`src/inc/ogc_regs.svh`:
```
// Register offsets, field positions, reset values and timing figures for the output mixer block.
`ifndef OGC_REGS_SVH
`define OGC_REGS_SVH

// ==========================================================================
// Register offsets
`define OGC_ADDR_BIAS_POWER     7'h01
`define OGC_ADDR_STAGE_POWER    7'h03
`define OGC_ADDR_SLOW_CLOCK     7'h07
`define OGC_ADDR_SPK_MIX        7'h32
`define OGC_ADDR_SPK_GAIN       7'h36
`define OGC_ADDR_MONO_MIX       7'h38

// ==========================================================================
// Field positions
`define OGC_BIT_AMP_BIAS        3
`define OGC_BIT_MIDRAIL_BUF     2
`define OGC_BIT_MONO_DRV        7
`define OGC_BIT_NEG_SPK_DRV     6
`define OGC_BIT_POS_SPK_DRV     5
`define OGC_BIT_MONO_MIXER      3
`define OGC_BIT_SPK_MIXER       2
`define OGC_BIT_SLOW_TICK       0
`define OGC_BIT_SPK_AUX         5
`define OGC_BIT_SPK_BYPASS      1
`define OGC_BIT_SPK_CONV        0
`define OGC_BIT_SPK_CUT         8
`define OGC_BIT_SPK_ON_CROSS    7
`define OGC_BIT_SPK_SILENCE     6
`define OGC_BIT_MONO_CUT        7
`define OGC_BIT_MONO_SILENCE    6
`define OGC_BIT_MONO_AUX        2
`define OGC_BIT_MONO_BYPASS     1
`define OGC_BIT_MONO_CONV       0

// ==========================================================================
// Reset values and gain codes
`define OGC_RST_ZERO            9'h000
`define OGC_RST_SPK_GAIN        9'h079
`define OGC_GAIN_ZERO_DB        6'h39
`define OGC_GAIN_DB_OFFSET      7'sd57
`define OGC_CUT_NUM             9'sd81
`define OGC_CUT_SHIFT           8

// ==========================================================================
// Timing
`define OGC_CLK_HZ              25000000
`define OGC_ZC_TIMEOUT_HZ       31
`define OGC_SLOW_DIV_CYC        2097152

`endif

```
`src/inc/ogc_pkg.sv`:
```
// Types shared by the output mixer and gain control block.
package ogc_pkg;
    typedef logic [8:0] ogc_reg_t;
    typedef enum logic {OGC_ZC_IDLE, OGC_ZC_WAIT} ogc_zc_e;
endpackage : ogc_pkg

```
`src/design/ogc_output_mixer.sv`:
```
// Output mixer, speaker gain and output power control register bank.
`timescale 1ns/10ps
`include "ogc_regs.svh"

// Functional notes
// RULE_01 - Six-bit speaker gain, 1 dB steps: 63 is +6 dB, 57 is 0 dB, 0 is -57 dB.
// RULE_02 - With crossing bit set, gain changes only at a zero crossing; else at once.
// RULE_03 - Speaker silence resets to 1; while set both speaker outputs sit at mid-rail.
// RULE_04 - Speaker mix sums aux, bypass and converter, each selected by its bit.
// RULE_05 - Speaker bypass input is cut by 10 dB when bit 8 is set.
// RULE_06 - Mono mix sums aux, bypass and converter, each selected by its bit.
// RULE_07 - Mono bypass input is cut by 10 dB when bit 7 is set.
// RULE_08 - Mono silence bit puts mid-rail level on the mono output; reset unmuted.
// RULE_09 - Pending crossing gain is applied after a timeout when no crossing comes.
// RULE_10 - The crossing timeout runs only while the slow tick enable is set.
// RULE_11 - The same slow tick enable also clocks the jack-insert de-bounce tick.
// RULE_12 - Every enable is on at 1, off at 0; all stages off after reset.
// RULE_13 - Mono, negative and positive speaker drivers have enables at bits 7, 6, 5.
// RULE_14 - Mono and speaker mixers have own enables at bits 3 and 2.
// RULE_15 - Amplifier bias at bit 3 and mid-rail buffer at bit 2, both reset 0.
// RULE_16 - Software should not enable outputs while the mid-rail buffer is off.
// RULE_17 - Negative speaker output is the inverse of the positive one while both speaker drivers are on.
// RULE_18 - A crossing is a sign change between consecutive samples; gain waits for it.
module ogc_output_mixer
    import ogc_pkg::*;
#(
    parameter int W              = 16,
    parameter int ZC_TIMEOUT_CYC = `OGC_CLK_HZ / `OGC_ZC_TIMEOUT_HZ,
    parameter int SLOW_DIV_CYC   = `OGC_SLOW_DIV_CYC
) (
    // Clock and reset
    input  wire logic                clk_sys,
    input  wire logic                rst,
    // Register port
    input  wire logic                wr_en,
    input  wire logic [6:0]          wr_addr,
    input  wire logic [8:0]          wr_data,
    input  wire logic [6:0]          rd_addr,
    output logic      [8:0]          rd_data,
    // Audio samples
    input  wire logic                sample_valid,
    input  wire logic signed [W-1:0] dac_sample,
    input  wire logic signed [W-1:0] aux_sample,
    input  wire logic signed [W-1:0] bypass_sample,
    // Audio outputs, zero is the mid-rail level, and live speaker gain in dB and as code
    output logic signed [W+1:0]      speaker_out_pos,
    output logic signed [W+1:0]      speaker_out_neg,
    output logic signed [W+1:0]      mono_line_out,
    output logic signed [6:0]        speaker_gain_db,
    output logic [5:0]               speaker_gain_code,
    // Power enables and slow tick
    output logic                     amp_bias_on,
    output logic                     midrail_buffer_on,
    output logic                     mono_driver_on,
    output logic                     neg_speaker_driver_on,
    output logic                     pos_speaker_driver_on,
    output logic                     mono_mixer_on,
    output logic                     speaker_mixer_on,
    output logic                     debounce_tick
);

    // ======================================================================
    // Register file
    ogc_reg_t bias_r, bias_nxt, stage_r, stage_nxt, slow_r, slow_nxt;
    ogc_reg_t spkmix_r, spkmix_nxt, gain_r, gain_nxt, monomix_r, monomix_nxt;
    logic [8:0] rd_data_nxt;

    always_comb begin
        bias_nxt    = bias_r;
        stage_nxt   = stage_r;
        slow_nxt    = slow_r;
        spkmix_nxt  = spkmix_r;
        gain_nxt    = gain_r;
        monomix_nxt = monomix_r;
        if (wr_en) begin
            unique case (wr_addr)
                `OGC_ADDR_BIAS_POWER:  bias_nxt    = wr_data;
                `OGC_ADDR_STAGE_POWER: stage_nxt   = wr_data;
                `OGC_ADDR_SLOW_CLOCK:  slow_nxt    = wr_data;
                `OGC_ADDR_SPK_MIX:     spkmix_nxt  = wr_data;
                `OGC_ADDR_SPK_GAIN:    gain_nxt    = wr_data;
                `OGC_ADDR_MONO_MIX:    monomix_nxt = wr_data;
                default:               bias_nxt    = bias_r;
            endcase
        end
        unique case (rd_addr)
            `OGC_ADDR_BIAS_POWER:  rd_data_nxt = bias_r;
            `OGC_ADDR_STAGE_POWER: rd_data_nxt = stage_r;
            `OGC_ADDR_SLOW_CLOCK:  rd_data_nxt = slow_r;
            `OGC_ADDR_SPK_MIX:     rd_data_nxt = spkmix_r;
            `OGC_ADDR_SPK_GAIN:    rd_data_nxt = gain_r;
            `OGC_ADDR_MONO_MIX:    rd_data_nxt = monomix_r;
            default:               rd_data_nxt = `OGC_RST_ZERO;
        endcase
    end

    always_ff @(posedge clk_sys) begin
        if (rst) begin
            bias_r    <= `OGC_RST_ZERO;     // [RULE_12] [RULE_15]
            stage_r   <= `OGC_RST_ZERO;     // [RULE_12]
            slow_r    <= `OGC_RST_ZERO;
            spkmix_r  <= `OGC_RST_ZERO;
            gain_r    <= `OGC_RST_SPK_GAIN; // [RULE_03]
            monomix_r <= `OGC_RST_ZERO;     // [RULE_08]
            rd_data   <= `OGC_RST_ZERO;
        end else begin
            bias_r    <= bias_nxt;
            stage_r   <= stage_nxt;
            slow_r    <= slow_nxt;
            spkmix_r  <= spkmix_nxt;
            gain_r    <= gain_nxt;
            monomix_r <= monomix_nxt;
            rd_data   <= rd_data_nxt;
        end
    end

    assign amp_bias_on           = bias_r[`OGC_BIT_AMP_BIAS];      // [RULE_15]
    assign midrail_buffer_on     = bias_r[`OGC_BIT_MIDRAIL_BUF];   // [RULE_15]
    assign mono_driver_on        = stage_r[`OGC_BIT_MONO_DRV];     // [RULE_13]
    assign neg_speaker_driver_on = stage_r[`OGC_BIT_NEG_SPK_DRV];  // [RULE_13]
    assign pos_speaker_driver_on = stage_r[`OGC_BIT_POS_SPK_DRV];  // [RULE_13]
    assign mono_mixer_on         = stage_r[`OGC_BIT_MONO_MIXER];   // [RULE_14]
    assign speaker_mixer_on      = stage_r[`OGC_BIT_SPK_MIXER];    // [RULE_14]

    logic slow_tick_enable;
    assign slow_tick_enable = slow_r[`OGC_BIT_SLOW_TICK];

    // ======================================================================
    // Mixers
    // A fixed 81/256 gain stands in for -10 dB; it is within 0.05 dB.
    function automatic logic signed [W-1:0] ogc_cut(input logic signed [W-1:0] x);
        logic signed [W+8:0] p;
        p = (W+9)'(x) * (W+9)'(`OGC_CUT_NUM);
        return p[W+`OGC_CUT_SHIFT-1:`OGC_CUT_SHIFT];
    endfunction : ogc_cut

    logic signed [W-1:0] spk_byp, mono_byp;
    logic signed [W+1:0] spk_mix, mono_mix;

    always_comb begin
        spk_byp  = gain_r[`OGC_BIT_SPK_CUT] ? ogc_cut(bypass_sample) : bypass_sample;   // [RULE_05]
        mono_byp = monomix_r[`OGC_BIT_MONO_CUT] ? ogc_cut(bypass_sample) : bypass_sample; // [RULE_07]
        spk_mix  = '0;
        mono_mix = '0;
        if (spkmix_r[`OGC_BIT_SPK_AUX])     spk_mix = spk_mix + (W+2)'(aux_sample);  // [RULE_04]
        if (spkmix_r[`OGC_BIT_SPK_BYPASS])  spk_mix = spk_mix + (W+2)'(spk_byp);     // [RULE_04]
        if (spkmix_r[`OGC_BIT_SPK_CONV])    spk_mix = spk_mix + (W+2)'(dac_sample);  // [RULE_04]
        if (monomix_r[`OGC_BIT_MONO_AUX])   mono_mix = mono_mix + (W+2)'(aux_sample); // [RULE_06]
        if (monomix_r[`OGC_BIT_MONO_BYPASS]) mono_mix = mono_mix + (W+2)'(mono_byp);  // [RULE_06]
        if (monomix_r[`OGC_BIT_MONO_CONV])  mono_mix = mono_mix + (W+2)'(dac_sample); // [RULE_06]
    end

    // ======================================================================
    // Output stages
    logic signed [W+1:0] pos_nxt, neg_nxt, mono_nxt, spk_sig;
    logic                spk_live, mono_live;

    always_comb begin
        spk_live  = speaker_mixer_on && !gain_r[`OGC_BIT_SPK_SILENCE];            // [RULE_03]
        mono_live = mono_mixer_on && mono_driver_on
                    && !monomix_r[`OGC_BIT_MONO_SILENCE];                         // [RULE_08]
        spk_sig   = spk_live ? spk_mix : '0;
        pos_nxt   = speaker_out_pos;
        neg_nxt   = speaker_out_neg;
        mono_nxt  = mono_line_out;
        if (sample_valid) begin
            pos_nxt  = pos_speaker_driver_on ? spk_sig : '0;
            neg_nxt  = neg_speaker_driver_on ? -spk_sig : '0;                     // [RULE_17]
            mono_nxt = mono_live ? mono_mix : '0;
        end
    end

    always_ff @(posedge clk_sys) begin
        if (rst) begin
            speaker_out_pos <= '0;
            speaker_out_neg <= '0;
            mono_line_out   <= '0;
        end else begin
            speaker_out_pos <= pos_nxt;
            speaker_out_neg <= neg_nxt;
            mono_line_out   <= mono_nxt;
        end
    end

    // ======================================================================
    // Slow tick for the de-bounce; its enable also gates the crossing timeout
    logic [23:0] slow_cnt_r, slow_cnt_nxt;
    logic        debounce_tick_nxt;

    always_comb begin
        slow_cnt_nxt      = '0;
        debounce_tick_nxt = 1'b0;
        if (slow_tick_enable) begin                                               // [RULE_11]
            if (slow_cnt_r == 24'(SLOW_DIV_CYC - 1)) begin
                debounce_tick_nxt = 1'b1;
            end else begin
                slow_cnt_nxt = slow_cnt_r + 24'h000001;
            end
        end
    end

    always_ff @(posedge clk_sys) begin
        if (rst) begin
            slow_cnt_r    <= '0;
            debounce_tick <= 1'b0;
        end else begin
            slow_cnt_r    <= slow_cnt_nxt;
            debounce_tick <= debounce_tick_nxt;
        end
    end

    // ======================================================================
    // Speaker gain with crossing-synchronised update
    ogc_zc_e     zc_r, zc_nxt;
    logic [5:0]  live_r, live_nxt;
    logic [23:0] tmo_cnt_r, tmo_cnt_nxt;
    logic        prev_neg_r, prev_neg_nxt, crossing, timeout, gain_wr;

    always_comb begin
        gain_wr      = wr_en && (wr_addr == `OGC_ADDR_SPK_GAIN);
        prev_neg_nxt = sample_valid ? spk_mix[W+1] : prev_neg_r;
        crossing     = sample_valid && (spk_mix[W+1] != prev_neg_r);              // [RULE_18]
        timeout      = slow_tick_enable && (tmo_cnt_r == 24'(ZC_TIMEOUT_CYC - 1)); // [RULE_10]
        zc_nxt       = zc_r;
        live_nxt     = live_r;
        tmo_cnt_nxt  = '0;
        unique case (zc_r)
            OGC_ZC_IDLE: ;
            OGC_ZC_WAIT: begin
                if (crossing || timeout) begin                                    // [RULE_09]
                    live_nxt = gain_r[5:0];
                    zc_nxt   = OGC_ZC_IDLE;
                end else if (slow_tick_enable) begin
                    tmo_cnt_nxt = tmo_cnt_r + 24'h000001;
                end
            end
        endcase
        // A crossing write restarts the wait after a same-cycle apply of gain_r; a write without it overrides that apply.
        if (gain_wr) begin
            if (wr_data[`OGC_BIT_SPK_ON_CROSS]) begin                              // [RULE_02]
                zc_nxt      = OGC_ZC_WAIT;
                tmo_cnt_nxt = '0;
            end else begin
                live_nxt = wr_data[5:0];                                          // [RULE_02]
                zc_nxt   = OGC_ZC_IDLE;
            end
        end
    end

    always_ff @(posedge clk_sys) begin
        if (rst) begin
            zc_r       <= OGC_ZC_IDLE;
            live_r     <= `OGC_GAIN_ZERO_DB;                                      // [RULE_01]
            tmo_cnt_r  <= '0;
            prev_neg_r <= 1'b0;
        end else begin
            zc_r       <= zc_nxt;
            live_r     <= live_nxt;
            tmo_cnt_r  <= tmo_cnt_nxt;
            prev_neg_r <= prev_neg_nxt;
        end
    end

    assign speaker_gain_code = live_r;
    assign speaker_gain_db   = $signed({1'b0, live_r}) - `OGC_GAIN_DB_OFFSET;     // [RULE_01]
endmodule : ogc_output_mixer

```
`config.mk`:
```
export PLATFORM = sky130hd
export DESIGN_NAME = ogc_output_mixer
export DESIGN_NICKNAME = d
export VERILOG_FILES = /design/src/inc/ogc_pkg.sv /design/src/design/ogc_output_mixer.sv
export VERILOG_INCLUDE_DIRS = /design/src /design/src/inc
export SDC_FILE = /design/constraint.sdc
export NUM_CORES = 1
export LEC_CHECK = 0
export ABC_AREA = 1
export BUFFER_PORTS_ARGS = -buffer_cell sky130_fd_sc_hd__buf_2
export CAP_MARGIN = 20
export CORE_MARGIN = 5
export CORE_UTILIZATION = 45
export CTS_CLUSTER_DIAMETER = 40
export DETAILED_ROUTE_END_ITERATION = 16
export GPL_ROUTABILITY_DRIVEN = 0
export PLACE_DENSITY = 0.71
export SETUP_SLACK_MARGIN = 0.02
export SKIP_CTS_REPAIR_TIMING = 1
export SLEW_MARGIN = 25
export SYNTH_ARGS = -nofsm -noshare
export SYNTH_HDL_FRONTEND = slang
export SYNTH_SLANG_ARGS = --single-unit
```
`constraint.sdc`:
```
create_clock -name clk_sys -period 12.7 [get_ports clk_sys]
set_input_delay 0.635 -clock clk_sys [delete_from_list [all_inputs] [get_ports clk_sys]]
set_output_delay 0.635 -clock clk_sys [all_outputs]
set_load 0.01 [all_outputs]
```
==> results.json, run 1 <==
{
  "fmax_ghz": 0.138,
  "grt_max_degree": 79,
  "async_flop_share_pct": 0,
  "clockBufferDepth": 2,
  "yosys-top-cells-count": "nand2_1 (572), inv_1 (280), a21oi_1 (221)",
  "grt_setup_unrepaired": "false",
  "crit_arrival_ns": 7.59,
  "synth_area_um2": 13900,
  "clock_latency_ns": 0.45,
  "yosysSeqAreaShare_pct": 25.1,
  "synth_top_area_share_pct": 25.1,
  "worst-setup-path-type": "primary input to flop",
  "multi_input_area_um2": 9080,
  "drt_wl_total_um": 42200,
  "final-hold-violation-count": 0,
  "p_total_mw": 1.37,
  "synth.largest_area_cell": "dfxtp_1",
  "slowest_stage": "fa_1",
  "syn-num-nets": 2357,
  "drcViolationCount": 0,
  "synth_edf_count": 0,
  "drtAntennaViolNets": 0,
  "synth_cell_types": 57,
  "final_util_pct": 51.3,
  "setup_slack_ns": 5.47,
  "whs_path_depth": 1,
  "cts_tree": "yes",
  "synth_most_common_cell": "nand2_1",
  "outcome": "finished, final reports clean",
  "fin_tns_setup_ns": 0,
  "slew-limit-headroom_pct": 30.1,
  "syn_avg_cell_area_um2": 6.47,
  "finalCritPeriodShare_pct": 56.9,
  "ir_drop_mv": 0.0751,
  "chipWidth_um": 186,
  "numPortBuffers": 158,
  "dr.first_iter.drc_count": 1187,
  "regArea_um2": 3480,
  "dp_slack_ns": 5.21,
  "h-tree-depth": 4,
  "grt_overflow": 0,
  "final.setup_skew_ns": 0.0210,
  "clk_pin_slew_ns": 0.07,
  "final_cell_area_um2": 15600,
  "clock-sinks": 174,
  "cpPeakStageDelay_ns": 0.46,
  "slew_violations": 0,
  "worstMarginPinSlew_ns": 1.05,
  "synthCells": 2144,
  "num_rows": 64,
  "die-area_um2": 34400,
  "path_max_fanout": 23,
  "syn2layout_area_growth_pct": 12.8,
  "holdCritPathClass": "flop to flop",
  "fin_nets": 2485,
  "firstDrtPassIters": 5,
  "fillers": 3081,
  "post_dp_cell_area_um2": 15000,
  "ys.flop_type": "dfxtp_1",
  "setup_viol": 0,
  "maxCapViolations": 0,
  "start_util_pct": 45.5,
  "finalNonFillerCells": 2684,
  "grt_pass1_vias": 13700,
  "fp.dieH_um": 186,
  "core_um2": 30500,
  "cts_root_buf": "clkbuf_16",
  "vias_per_cell": 5.42,
  "synth_seq_cells": 174,
  "cts_inserted_buffers": 17,
  "grt_antenna_before_repair": 3,
  "dp_cells": 2649,
  "r2r_cells": 30,
  "num_io_pins": 159,
  "crit_required_ns": 13.05,
  "path_common_cell": "nand2_1",
  "period_minus_slack_ns": 7.23,
  "grt_usage_pct": 23.9,
  "hold_ws_ns": 0.442,
  "p_per_area_nw_per_um2": 87.6,
  "num_vias": 14500,
  "synth_area_leaders": "dfxtp_1 (25%), nand2_1 (15%), ha_1 (11%)",
  "wl_per_cell_um": 15.7,
  "grt_pass1_wl_um": 67000,
  "layout-drive-gt1-share_pct": 11.5,
  "end_kind": "flop",
  "dp_hpwl_um": 33100,
  "cp-start-kind": "primary input",
  "leakagePower_nw": 7.88,
  "ys_warn_count": 0
}
## where the power goes
group,total [mW],switching [mW],internal (mW)
Clock,0.570,0.288,0.282
Combinational,0.253,0.160,0.0923
Sequential,0.547,0.00119,0.546
Total,1.37,0.450,0.920
## flip-flops by register name, indices dropped and copies added (netlist names)
register	cells
debounce_tick	1
prev_neg_r	1
rd_data	9
speaker_out_neg	18
monomix_r	9
spkmix_r	9
tmo_cnt_r	24
zc_r	1
stage_r	9
slow_r	9
gain_r	9
slow_cnt_r	24
bias_r	9
speaker_out_pos	18
mono_line_out	18
speaker_gain_code	6
## critical path: cells and delay by family
kind / cells / cell delay, ns
compound gates: 9 / 1.78
fa+ha+maj: 6 / 2.10
buf+inv: 5 / 0.40
simple gates: 25 / 2.65
## cells by family (layout without fill, tap and decap cells)
family,count (synthesis),after routing,synth area share (%)
other,0,3,0
XOR/XNOR,56,56,3.54
buffers and inverters,342,483,9.54
AND/OR/NAND/NOR,990,990,31.3
adder cells (fa/ha/maj),138,138,13.3
AO/OA/AOI/OAI,444,444,17.2
flip-flops,174,174,25.1
## metal layers
layer | track usage [%] | up-vias | wire, µm
met5 | 0 | - | 0
met2 | 41.1 | 494 | 19600
met1 | 30.2 | 6614 | 18300
met3 | 4.36 | 87 | 2780
li1 | - | 7347 | -
met4 | 8.39 | 0 | 1440
## cells in the final DEF (no fill, tap or decap), types with 6 or more instances in the layout
master,instances
a21oi_1,221
a221oi_1,8
a31oi_1,6
buf_2,158
buf_4,7
clkbuf_16,17
dfxtp_1,174
fa_1,16
ha_1,122
inv_1,278
inv_12,7
inv_2,6
nand2_1,572
nand3_1,139
nand3_2,10
nand3b_1,8
nand4_1,29
nor2_1,136
nor2_2,17
nor3_1,33
nor3b_1,9
nor4_1,7
o211ai_1,16
o21ai_0,161
or2_2,9
xnor2_1,23
xor2_1,33
## cell type report
cell class	instances	share of cell area, %
Tap cell	396	3.17
Clock buffer	17	2.72
Multi-Input combinational cell	1628	58.1
Clock inverter	15	1.47
Antenna cell	3	0.0480
Timing Repair Buffer	165	5.39
Inverter	286	6.88
Sequential cell	174	22.3
## worst paths after layout
check	startpoint	endpoint	slack [ns]
setup / recovery	bypass_sample[5]	tmo_cnt_r[9]	5.47
hold / removal	slow_cnt_r[0]	slow_cnt_r[0]	0.44
setup reg to reg	gain_r[8]	tmo_cnt_r[9]	7.10
hold reg to reg	slow_cnt_r[0]	slow_cnt_r[0]	0.44
Power figures use the tool's default switching activity.
==> inputs of run 2 (changes only) <==
- clock period: 12.7 -> 7.54 ns (I/O delays scaled with it)
==> run 2 against run 1 <==
  * Combinational power up 69%
  * Sequential cell count stayed put
  * Worst setup slack worse by 4.7 ns
  * First-iteration DRC count fell by 4.0%
  * Largest power group unchanged
  * Non-clock buffer count unchanged
  * Critical endpoint unchanged
  * Count of clock-buffer cells in the layout unchanged
  * Final cell count hardly changed
  * Power grew 69%
  * Clock skew up 0.0064 ns
==> results.json, run 2 (same netlist as run 1, synthesis figures left out) <==
{
  "crit_required_ns": 7.90,
  "clock_latency_ns": 0.45,
  "final-hold-violation-count": 0,
  "maxCapViolations": 0,
  "wl_per_cell_um": 15.8,
  "cp-start-kind": "primary input",
  "leakagePower_nw": 7.88,
  "fin_tns_setup_ns": 0,
  "start_util_pct": 45.5,
  "cts_tree": "yes",
  "setup_viol": 0,
  "final_cell_area_um2": 15600,
  "firstDrtPassIters": 6,
  "cp_top_family": "simple AND/OR/NAND/NOR gates",
  "grt_setup_unrepaired": "false",
  "clockBufferDepth": 2,
  "dr.first_iter.drc_count": 1140,
  "drt_wl_total_um": 42300,
  "clk_pin_slew_ns": 0.08,
  "slew_violations": 0,
  "hold_start": "wr_data[0]",
  "grt_pass1_vias": 13800,
  "reg2reg_from": "gain_r[8]",
  "grt_max_degree": 79,
  "holdPathEnd": "speaker_gain_code[0]",
  "die-area_um2": 34400,
  "reg.largest.list": "slow_cnt_r: 24 flops, tmo_cnt_r: 24 flops",
  "whs_path_depth": 3,
  "num_vias": 14500,
  "core_um2": 30500,
  "num_rows": 64,
  "drtAntennaViolNets": 0,
  "path_buf_inv": 5,
  "path_max_fanout": 23,
  "vias_per_cell": 5.41,
  "reg2reg_to": "tmo_cnt_r[9]",
  "fp.dieH_um": 186,
  "end_kind": "flop",
  "final.setup_skew_ns": 0.0274,
  "dp_hpwl_um": 33200,
  "h-tree-depth": 4,
  "chipWidth_um": 186,
  "cpPeakStageDelay_ns": 0.46,
  "grt_antenna_before_repair": 1,
  "worstMarginPinSlew_ns": 1.03,
  "slowest_stage": "fa_1",
  "grt_overflow": 0,
  "finalCritPeriodShare_pct": 89.3,
  "clock-sinks": 174,
  "syn2layout_area_growth_pct": 12.8,
  "num_io_pins": 159,
  "most-common-layout-cells": "nand2_1 (572), inv_1 (278), a21oi_1 (221)",
  "slew-limit-headroom_pct": 31.5,
  "p_per_area_nw_per_um2": 148,
  "hold_ws_ns": 0.218,
  "path_common_cell": "nand2_1",
  "layout-drive-gt1-share_pct": 11.5,
  "p_total_mw": 2.32,
  "fin_nets": 2485,
  "cts_root_buf": "clkbuf_16",
  "period_minus_slack_ns": 6.73,
  "numPortBuffers": 158,
  "fmax_ghz": 0.149,
  "ir_drop_mv": 0.129,
  "cts_inserted_buffers": 17,
  "r2r_cells": 30,
  "fillers": 3106,
  "post_dp_cell_area_um2": 15000,
  "worst-setup-path-type": "primary input to flop",
  "holdCritPathClass": "primary input to flop",
  "layout_commonest_cell": "nand2_1",
  "grt_pass1_wl_um": 68000,
  "drcViolationCount": 0,
  "grt_usage_pct": 24.1,
  "reg2reg_setup_slack_ns": 1.98,
  "cp.depth": 45,
  "crit_arrival_ns": 7.09,
  "outcome": "finished, final reports clean"
}
## run 2: cell count changes in the layout (fill, tap and decap cells not counted)
cell / previous run / this run
diode_2: 3 / 1
clkinv_8: 4 / 5
inv_12: 7 / 6
o21ai_0: 161 / 160
o21ai_2: 3 / 4
## run 2: worst max path at each step
stage	start	endpoint	slack, ns
floorplan	bypass_sample[3]	tmo_cnt_r[19]	1.55
global placement	bypass_sample[4]	tmo_cnt_r[9]	0.48
detailed placement	bypass_sample[2]	tmo_cnt_r[9]	0.32
CTS	bypass_sample[4]	tmo_cnt_r[9]	0.76
global route	bypass_sample[4]	tmo_cnt_r[9]	0.11
finish	bypass_sample[5]	tmo_cnt_r[9]	0.81
## run 2: area by class of cell
class	instances	area, µm²	share of cell area (%)
repair buffers	165	843	5.39
multi-input cells	1628	9090	58.1
inverters	286	1080	6.88
clock buffers	17	425	2.72
well taps	396	495	3.17
diodes	1	2.50	0.0160
clock inverters	15	230	1.47
flip-flops and latches	174	3480	22.3
## run 2: per-layer routing
metal | track usage [%] | wire [µm] | vias to the layer above
met2 | 42.0 | 19700 | 493
met4 | 7.90 | 1330 | 0
met1 | 30.2 | 18400 | 6614
met3 | 4.44 | 2900 | 88
met5 | 0 | 0 | -
li1 | - | - | 7324
## run 2: tightest hold or removal path: cells and delay by family
family,cells,cell delay [ns]
AOI/OAI and AO/OA,2,0.13
buffers and inverters,1,0.12
## run 2: stage by stage
stage / util (%) / instances / setup WS (ns)
after global placement: 49.1 / 2649 / 0.481
final: 51.3 / 2682 / 0.809
after detailed placement: 49.1 / 2649 / 0.323
after global routing: 51.3 / 2682 / 0.105
after floorplan: - / 2144 / 1.55
after CTS: 51.2 / 2681 / 0.760
## run 2: power breakdown
| part | switching [mW] | internal [mW] | total, mW |
|---|---|---|---|
| logic | 0.271 | 0.156 | 0.427 |
| registers | 0.00204 | 0.919 | 0.922 |
| clock network | 0.497 | 0.474 | 0.971 |
